--- src/common/swb_map.svh ---
// offsets, reset values, ranges and timing figures of the sequencer
`ifndef SWB_MAP_SVH
`define SWB_MAP_SVH
// ------------------------------------------------------------
// parameter map offsets
// ------------------------------------------------------------
`define SWB_OFS_REL_DELAY 16'h050e
`define SWB_OFS_APP_DELAY 16'h0510
`define SWB_OFS_WIN_WIDTH 16'h0628
`define SWB_OFS_WIN_DWELL 16'h062a
`define SWB_OFS_NUDGE_SEL 16'h1410
`define SWB_OFS_CUR_TOTAL 16'h1e28
// ------------------------------------------------------------
// reset values and legal ranges
// ------------------------------------------------------------
`define SWB_RST_REL_DELAY 16'h0000
`define SWB_RST_APP_DELAY 16'h0064
`define SWB_RST_WIN_WIDTH 16'h001e
`define SWB_RST_WIN_DWELL 16'h0000
`define SWB_RST_NUDGE_SEL 16'h0001
`define SWB_MAX_DELAY 16'h03e8
`define SWB_MAX_DWELL 16'h3fff
`define SWB_MIN_WIDTH 16'h0001
// ------------------------------------------------------------
// timing: one delay unit is a millisecond
// ------------------------------------------------------------
`define SWB_MS_NS 1000000
`define SWB_CLK_NS 100
`define SWB_MS_CYCLES (`SWB_MS_NS / `SWB_CLK_NS)
`endif

--- src/common/swb_pkg.sv ---
// types shared by the speed window and brake sequencer
`default_nettype none
package swb_pkg;
	// parameter map access from the fieldbus side
	typedef struct packed {
		logic wr;
		logic rd;
		logic [15:0] addr;
		logic [15:0] wdata;
	} swb_par_req_t;
	// power stage sequence
	typedef enum logic [1:0] {
		SWB_OFF,
		SWB_RELEASE,
		SWB_ON,
		SWB_APPLY
	} swb_state_t;
endpackage : swb_pkg
`default_nettype wire

--- src/design/swb_top.sv ---
// speed window monitor and holding brake sequencer
`include "swb_map.svh"
`default_nettype none
module swb_top import swb_pkg::*; #(
	parameter int TICK_CYCLES = `SWB_MS_CYCLES
) (
	// clock and reset
	input wire logic I_CLOCK,
	input wire logic I_RESET,
	// parameter map
	input wire swb_par_req_t I_PAR_REQ,
	output logic [15:0] O_PAR_RDATA,
	output logic O_PAR_RVALID,
	// speed and current from the control loop
	input wire logic signed [15:0] I_SPEED_REF,
	input wire logic signed [15:0] I_SPEED_ACT,
	input wire logic [15:0] I_MOTOR_CURRENT,
	// stage command, panel and safety pin
	input wire logic I_STAGE_CMD,
	input wire logic I_HMI_BRAKE_RELEASE,
	input wire logic I_HMI_BRAKE_APPLY,
	input wire logic I_SAFE_OFF,
	// outputs to power stage and brake
	output logic O_SPEED_REACHED,
	output logic O_STAGE_ENABLE,
	output logic O_MOTOR_CURRENT_ON,
	output logic O_BRAKE_RELEASE,
	output logic O_BRAKE_REDUCE,
	output logic O_NUDGE
);
	// ------------------------------------------------------------
	// parameter registers
	// ------------------------------------------------------------
	logic [15:0] rel_delay_q, app_delay_q, width_q, dwell_q, nudge_q;
	logic [15:0] cur_q;
	wire wr = I_PAR_REQ.wr;
	wire [15:0] wd = I_PAR_REQ.wdata;
	wire hit_rel = I_PAR_REQ.addr == `SWB_OFS_REL_DELAY;
	wire hit_app = I_PAR_REQ.addr == `SWB_OFS_APP_DELAY;
	wire hit_wid = I_PAR_REQ.addr == `SWB_OFS_WIN_WIDTH;
	wire hit_dwl = I_PAR_REQ.addr == `SWB_OFS_WIN_DWELL;
	wire hit_ndg = I_PAR_REQ.addr == `SWB_OFS_NUDGE_SEL;
	wire hit_cur = I_PAR_REQ.addr == `SWB_OFS_CUR_TOTAL;
	// out of range values are dropped so a setting never leaves its range
	wire wr_rel = wr && hit_rel && wd <= `SWB_MAX_DELAY;
	wire wr_app = wr && hit_app && wd <= `SWB_MAX_DELAY;
	wire wr_wid = wr && hit_wid && wd >= `SWB_MIN_WIDTH;
	wire wr_dwl = wr && hit_dwl && wd <= `SWB_MAX_DWELL;
	wire wr_ndg = wr && hit_ndg && wd <= 16'h0001;
	wire dwell_chg = wr_dwl && wd != dwell_q;
	wire [15:0] rd_mux = hit_rel ? rel_delay_q :
		hit_app ? app_delay_q :
		hit_wid ? width_q :
		hit_dwl ? dwell_q :
		hit_ndg ? nudge_q :
		hit_cur ? cur_q : 16'h0000;

	// settings keep their default until a legal write
	always_ff @(posedge I_CLOCK or posedge I_RESET) begin
		if (I_RESET) begin
			rel_delay_q <= `SWB_RST_REL_DELAY;
			app_delay_q <= `SWB_RST_APP_DELAY;
			width_q <= `SWB_RST_WIN_WIDTH;
			dwell_q <= `SWB_RST_WIN_DWELL;
			nudge_q <= `SWB_RST_NUDGE_SEL;
		end else begin
			if (wr_rel) rel_delay_q <= wd;
			if (wr_app) app_delay_q <= wd;
			if (wr_wid) width_q <= wd;
			if (wr_dwl) dwell_q <= wd;
			if (wr_ndg) nudge_q <= wd;
		end
	end

	// read answer one cycle after the strobe; unmapped reads give zero
	always_ff @(posedge I_CLOCK or posedge I_RESET) begin
		if (I_RESET) begin
			O_PAR_RDATA <= 16'h0000;
			O_PAR_RVALID <= 1'b0;
			cur_q <= 16'h0000;
		end else begin
			O_PAR_RVALID <= I_PAR_REQ.rd;
			if (I_PAR_REQ.rd) O_PAR_RDATA <= rd_mux;
			cur_q <= I_MOTOR_CURRENT;
		end
	end

	// ------------------------------------------------------------
	// millisecond tick
	// ------------------------------------------------------------
	localparam logic [15:0] TICK_LAST = 16'(TICK_CYCLES - 1);
	logic [15:0] tick_cnt_q;
	logic tick_q;
	always_ff @(posedge I_CLOCK or posedge I_RESET) begin
		if (I_RESET) begin
			tick_cnt_q <= 16'h0000;
			tick_q <= 1'b0;
		end else begin
			tick_q <= tick_cnt_q == TICK_LAST;
			tick_cnt_q <= (tick_cnt_q == TICK_LAST) ? 16'h0000 :
				tick_cnt_q + 16'h0001;
		end
	end

	// ------------------------------------------------------------
	// speed window monitor
	// ------------------------------------------------------------
	logic [15:0] win_cnt_q;
	wire signed [16:0] diff = 17'(I_SPEED_ACT) - 17'(I_SPEED_REF);
	wire [16:0] adiff = diff[16] ? 17'(-diff) : 17'(diff);
	wire in_band = adiff <= {1'b0, width_q};
	wire mon_on = dwell_q != 16'h0000;
	wire restart = dwell_chg || !in_band || !mon_on;
	wire reached_d = !restart && (win_cnt_q >= dwell_q);

	// dwell counter counts ms ticks seen while in band
	always_ff @(posedge I_CLOCK or posedge I_RESET) begin
		if (I_RESET) begin
			win_cnt_q <= 16'h0000;
			O_SPEED_REACHED <= 1'b0;
		end else begin
			if (restart) win_cnt_q <= 16'h0000;
			else if (tick_q && win_cnt_q < dwell_q)
				win_cnt_q <= win_cnt_q + 16'h0001;
			O_SPEED_REACHED <= reached_d;
		end
	end

	// ------------------------------------------------------------
	// brake and power stage sequencer
	// ------------------------------------------------------------
	logic safe_meta_q, safe_q;
	always_ff @(posedge I_CLOCK or posedge I_RESET) begin
		if (I_RESET) begin
			safe_meta_q <= 1'b0;
			safe_q <= 1'b0;
		end else begin
			safe_meta_q <= I_SAFE_OFF;
			safe_q <= safe_meta_q;
		end
	end

	swb_state_t state_q, state_d;
	logic [15:0] dly_q, dly_d;
	logic man_rel_q;
	wire dly_done = dly_q == 16'h0000;
	wire dly_step = tick_q && !dly_done;
	// panel commands only count while the stage is off
	wire man_ok = state_q == SWB_OFF;

	// next state; the safety path wins over every other cause
	always_comb begin
		state_d = state_q;
		dly_d = dly_step ? dly_q - 16'h0001 : dly_q;
		if (safe_q) begin
			state_d = SWB_OFF;
			dly_d = 16'h0000;
		end else begin
			case (state_q)
				SWB_OFF: begin
					if (I_STAGE_CMD) begin
						state_d = SWB_RELEASE;
						dly_d = rel_delay_q;
					end
				end
				SWB_RELEASE: begin
					if (!I_STAGE_CMD) state_d = SWB_OFF;
					else if (dly_done) state_d = SWB_ON;
				end
				SWB_ON: begin
					if (!I_STAGE_CMD) begin
						state_d = SWB_APPLY;
						dly_d = app_delay_q;
					end
				end
				SWB_APPLY: begin
					if (dly_done) state_d = SWB_OFF;
				end
				default: state_d = SWB_OFF;
			endcase
		end
	end

	// outputs are registered from the next state so they move with it
	wire stage_d = state_d == SWB_ON;
	wire current_d = state_d == SWB_ON || state_d == SWB_APPLY;
	wire brake_d = state_d == SWB_RELEASE || state_d == SWB_ON ||
		(state_d == SWB_OFF && state_q == SWB_OFF && man_rel_q);

	always_ff @(posedge I_CLOCK or posedge I_RESET) begin
		if (I_RESET) begin
			state_q <= SWB_OFF;
			dly_q <= 16'h0000;
			man_rel_q <= 1'b0;
			O_STAGE_ENABLE <= 1'b0;
			O_MOTOR_CURRENT_ON <= 1'b0;
			O_BRAKE_RELEASE <= 1'b0;
			O_BRAKE_REDUCE <= 1'b0;
			O_NUDGE <= 1'b0;
		end else begin
			state_q <= state_d;
			dly_q <= dly_d;
			// a manual release is forgotten once the sequence takes over
			if (!man_ok) man_rel_q <= 1'b0;
			else if (I_HMI_BRAKE_APPLY) man_rel_q <= 1'b0;
			else if (I_HMI_BRAKE_RELEASE) man_rel_q <= 1'b1;
			O_STAGE_ENABLE <= stage_d;
			O_MOTOR_CURRENT_ON <= current_d;
			O_BRAKE_RELEASE <= brake_d;
			O_BRAKE_REDUCE <= 1'b0; // no reduced hold voltage
			O_NUDGE <= stage_d && state_q != SWB_ON && nudge_q[0];
		end
	end

	// ------------------------------------------------------------
	// assertions
	// ------------------------------------------------------------
	reach_dwell_a: assert property (@(posedge I_CLOCK) disable iff (I_RESET)
		$rose(O_SPEED_REACHED) |-> $past(in_band) && $past(win_cnt_q) == $past(dwell_q))
		else $error("speed reached before dwell elapsed");
	width_range_a: assert property (@(posedge I_CLOCK) disable iff (I_RESET)
		wr && hit_wid && wd == 16'h0000 |=> width_q == $past(width_q))
		else $error("band width took zero");
	dwell_off_a: assert property (@(posedge I_CLOCK) disable iff (I_RESET)
		dwell_q == 16'h0000 |=> !O_SPEED_REACHED)
		else $error("speed reached with monitor off");
	dwell_write_a: assert property (@(posedge I_CLOCK) disable iff (I_RESET)
		dwell_chg |=> !O_SPEED_REACHED && win_cnt_q == 16'h0000)
		else $error("dwell change did not restart monitor");
	release_wait_a: assert property (@(posedge I_CLOCK) disable iff (I_RESET)
		$rose(O_STAGE_ENABLE) |-> O_BRAKE_RELEASE && $past(state_q) == SWB_RELEASE
		&& $past(dly_q) == 16'h0000)
		else $error("stage enabled before release delay");
	manual_off_a: assert property (@(posedge I_CLOCK) disable iff (I_RESET)
		$rose(man_rel_q) |-> !O_STAGE_ENABLE && $past(state_q) == SWB_OFF)
		else $error("manual brake taken with stage on");
	nudge_pulse_a: assert property (@(posedge I_CLOCK) disable iff (I_RESET)
		$rose(O_STAGE_ENABLE) |-> O_NUDGE == nudge_q[0] ##1 !O_NUDGE)
		else $error("nudge wrong at activation");
	brake_apply_a: assert property (@(posedge I_CLOCK) disable iff (I_RESET)
		$fell(O_STAGE_ENABLE) |-> !O_BRAKE_RELEASE)
		else $error("brake not engaged at disable");
	current_hold_a: assert property (@(posedge I_CLOCK) disable iff (I_RESET)
		$fell(O_STAGE_ENABLE) && !$past(safe_q) |-> O_MOTOR_CURRENT_ON)
		else $error("current dropped before apply delay");
	safe_off_a: assert property (@(posedge I_CLOCK) disable iff (I_RESET)
		safe_q |=> !O_MOTOR_CURRENT_ON && !O_STAGE_ENABLE && !O_BRAKE_RELEASE)
		else $error("safe off did not remove current");
	full_volt_a: assert property (@(posedge I_CLOCK) disable iff (I_RESET)
		O_BRAKE_RELEASE |-> !O_BRAKE_REDUCE)
		else $error("brake voltage reduced");
	band_leave_a: assert property (@(posedge I_CLOCK) disable iff (I_RESET)
		!in_band |=> !O_SPEED_REACHED && win_cnt_q == 16'h0000)
		else $error("band exit did not clear");
endmodule : swb_top
`default_nettype wire

--- config.mk ---
export PLATFORM = sky130hd
export DESIGN_NAME = swb_top
export DESIGN_NICKNAME = d
export VERILOG_FILES = /design/src/common/swb_pkg.sv /design/src/design/swb_top.sv
export VERILOG_INCLUDE_DIRS = /design/src /design/src/common
export SDC_FILE = /design/constraint.sdc
export NUM_CORES = 1
export LEC_CHECK = 0
export ABC_CLOCK_PERIOD_IN_PS = 12200
export BUFFER_PORTS_ARGS = -buffer_cell sky130_fd_sc_hd__buf_4
export CORE_AREA = 2 2 151 153
export CTS_BUF_LIST = sky130_fd_sc_hd__clkbuf_16
export CTS_CLUSTER_SIZE = 28
export DETAILED_ROUTE_END_ITERATION = 16
export DIE_AREA = 0 0 153 155
export MAX_ROUTING_LAYER = met4
export PLACE_DENSITY = 0.63
export SLEW_MARGIN = 5
export SYNTH_ARGS = -nofsm -noshare
export SYNTH_HDL_FRONTEND = slang
export SYNTH_SLANG_ARGS = --single-unit
--- constraint.sdc ---
create_clock -name I_CLOCK -period 12.2 [get_ports I_CLOCK]
set_input_delay 0 -clock I_CLOCK [delete_from_list [all_inputs] [get_ports I_CLOCK]]
set_output_delay 0 -clock I_CLOCK [all_outputs]
set_load 0.01 [all_outputs]
==> summary.md <==
| Metric | Value |
|---|---|
| Status | completed |
| Max_slew headroom | 17.70% |
| Worst path required time | 12.55 ns |
| CTS tree | done |
| Initial antenna violation count | 0 |
| DR pass1 iterations | 7 |
| Hold Crit Class | primary input to flip-flop |
| CTS Buf Count | 17 |
| Critical path's most frequent cell | a21o_1 |
| Multi-input logic area | 5125 um2 |
| Vias in the first global route | 7,923 |
| Largest net degree at the start of global routing | 111 |
| Post-CTS Resized | 0 |
| Synthesized cell area | 9847 um2 |
| Dominant synthesized flop cell | dfrtp_1 |
| Gpl congestion | 0.8731 |
| Clock Tree Buf Depth | 2 |
| CTS sink count | 172 |
| Post-synth top cells | 164 x dfrtp_1, 90 x nand2_1, 88 x nor2_1, 66 x inv_1, 56 x ha_1 |
| Die ar. | 23,720 um2 |
| Vias post-DR | 8,112 |
| Pins Over Slew Limit | 0 |
| Most common cell in the netlist | dfrtp_1 |
| Final hold violation count | 0 |
| # DRC | 0 |
| Synthesis-to-layout area growth | 20.44% |
| Seq cells post-synth | 172 |
| Vias per cell | 5.541 |
| Worst slew pin tran | 1.228 ns |
| Worst ir drop on vdd | 0.09082 mV |
| Final Skew | 0.01001 ns |
| I/O Buffers | 109 |
| First-pass GRT wire length | 41,340 um |
| Chip Height | 155 um |
| DP HPWL | 18,860 um |
| Minimum clock period after layout | 4.646 ns |
| CP endpoint kind | flip-flop |
| Top cell type's share of synthesized area | 41.68% |
| Seq/Total Area, Yosys | 43.81% |
| Final worst setup slack | 7.554 ns |
| I/O pins | 111 |
| Max-capacitance violation count | 0 |
| CP Cell Sequence | buf_4 -> ha_1 -> fa_1 -> nand2b_1 -> a211oi_2 -> o211a_1 -> o41a_1 -> nand2_1 -> a31oi_1 -> nor2_1 -> xnor2_1 -> ha_1 -> a21o_1 -> a21o_1 -> a211oi_1 -> o21ai_0 -> a21o_1 -> a221oi_1 -> o41ai_4 -> nor2_2 |
| Initial core utilization | 44.30% |
| Post-layout util | 53.36% |
| Final wirelength | 25,220 um |
| Crit share post-route | 38.08% |
| Number of distinct library cells after synthesis | 71 |
| Clock transition at path regs | 0.07 ns |
| Critical path launch point type | primary input |
| Synthesized Nets | 1,177 |
| Slowest stage cell, crit path | a31oi_1 |
| Fmax | 0.2152 GHz |
| GR Util All Layers | 22.41% |
| Post-synth EDFFs | 0 |
| CORE AREA | 22,230 um2 |
| H-tree Lvls | 4 |
| N_diodes | 0 |
| Asr flop ratio synth | 100.0% |
| Clk root buf | clkbuf_16 |
| Crit path DAT | 5.00 ns |
| RSZ-0062 raised after global routing | false |
| Final setup violating endpoints | 0 |
| Syn_area_per_cell | 9.542 um2 |
| Layout cells sized above 1 | 17.30% |
| Wire per inst | 17.22 um |
| Yosys top cell by area | dfrtp_1 |
| Global route overflow | 0 |
| DR iter-0 viols | 599 |
| Max stage delay on crit path | 0.57 ns |
| Later-pin clock latency in the skew report | 0.43 ns |
| Rows | 55 |
| Syn Inst Count | 1,032 |
| Sequential Area | 4314 um2 |
| Postcts setup bufs | 0 |
| Nets | 1,311 |
| Main area contributors after synthesis | dfrtp_1 42%, ha_1 7.1%, xor2_1 3.6% |
| Leak | 5.652 nW |
| Hold WS | 0.05365 ns |
| Fin Setup TNS | 0 ns |
| Warnings from Yosys | 0 |
| Crit Path Max Fanout | 17 |
| CP Class | primary input to flip-flop |
| Setup WS pre-CTS | 7.143 ns |
| Power Dens Cells | 113.9 nW/um2 |
| Antenna Nets Post-Route | 0 |
| Fill count | 2,030 |
| Die width | 153 um |
registers in the layout, indices dropped and copies added, names as in the netlist, 2 cells and up:
signal and count:
O_PAR_RDATA 16, app_delay_q 16, cur_q 16, dly_q 16, dwell_q 16, nudge_q 16
rel_delay_q 16, tick_cnt_q 16, width_q 16, win_cnt_q 16, state_q 2
final timing paths:
check	startpoint	to	slack, ns	cells past startpoint
setup reg to reg	dly_q[3]$_DFF_PP0_	O_BRAKE_RELEASE$_DFF_PP0_	9.12	9
hold reg to reg	safe_meta_q$_DFF_PP0_	safe_q$_DFF_PP0_	0.36	0
max in group asynchronous	I_RESET	dly_q[7]$_DFF_PP0_	10.50	4
setup / recovery	I_SPEED_REF[0]	win_cnt_q[10]$_DFFE_PP0P_	7.55	20
min in group asynchronous	I_RESET	O_MOTOR_CURRENT_ON$_DFF_PP0_	0.31	3
hold / removal	I_STAGE_CMD	state_q[0]$_DFF_PP0_	0.05	5
repair_timing:
action | in CTS | in global routing
hold buffers | 37 | 0
hold endpoints to repair | 178 | 0
endpoints found under the setup margin | 0 | 0
layout make-up:
class	instances	area share, %
clock buffers	17	3.587
clock inverters	15	1.160
inverters	66	2.131
multi-input cells	755	43.21
flip-flops and latches	172	36.38
well taps	285	3.007
repair buffers	154	10.53
through the flow:
step / cell area (um2) / total power, mW / cells
floorplan: 9847 / 0.7517 / 1032
global placement: 10930 / 0.8247 / 1395
detailed placement: 10930 / 0.8282 / 1395
CTS: 11860 / 1.360 / 1464
global route: 11860 / 1.412 / 1464
finish: 11860 / 1.351 / 1464
cell usage in the layout (no fill, tap or decap), drive strengths merged, types with 37 or more instances in the layout:
master and instances:
dfrtp 164, a21oi 44, xnor2 38, o21ai 61, ha 56, nor2 98, inv 74, nand2 90
xor2 41, buf 117, dlygate4sd3 37
metal layers:
metal,vias up,share of wire (%),track usage [%],routed length [um]
met5,-,0,-,0
met4,0,1.2,4.762,303
met3,23,4.8,4.318,1208
met2,210,48,35.66,12050
met1,3909,46,30.11,11650
li1,3970,-,-,-
power breakdown:
group	switching (mW)	internal, mW
sequential	0.0116	0.584
clock	0.239	0.284
combinational	0.128	0.103
logic make-up after synthesis:
family | count (synthesis) | share of synthesized area (%)
simple gates | 358 | 18.22
compound gates | 237 | 16.73
mux | 23 | 2.618
other cells | 1 | 0.03808
flops | 172 | 43.81
buf+inv | 105 | 4.231
xor+xnor | 79 | 7.027
fa+ha+maj | 57 | 7.319
critical path, delay by kind of cell:
kind	cells	cell delay, ns
fa+ha+maj	3	0.93
simple gates	4	0.59
compound gates	11	3.17
buf+inv	1	0.11
xor+xnor	1	0.16
Note: power is estimated with default switching activity, not from simulation.
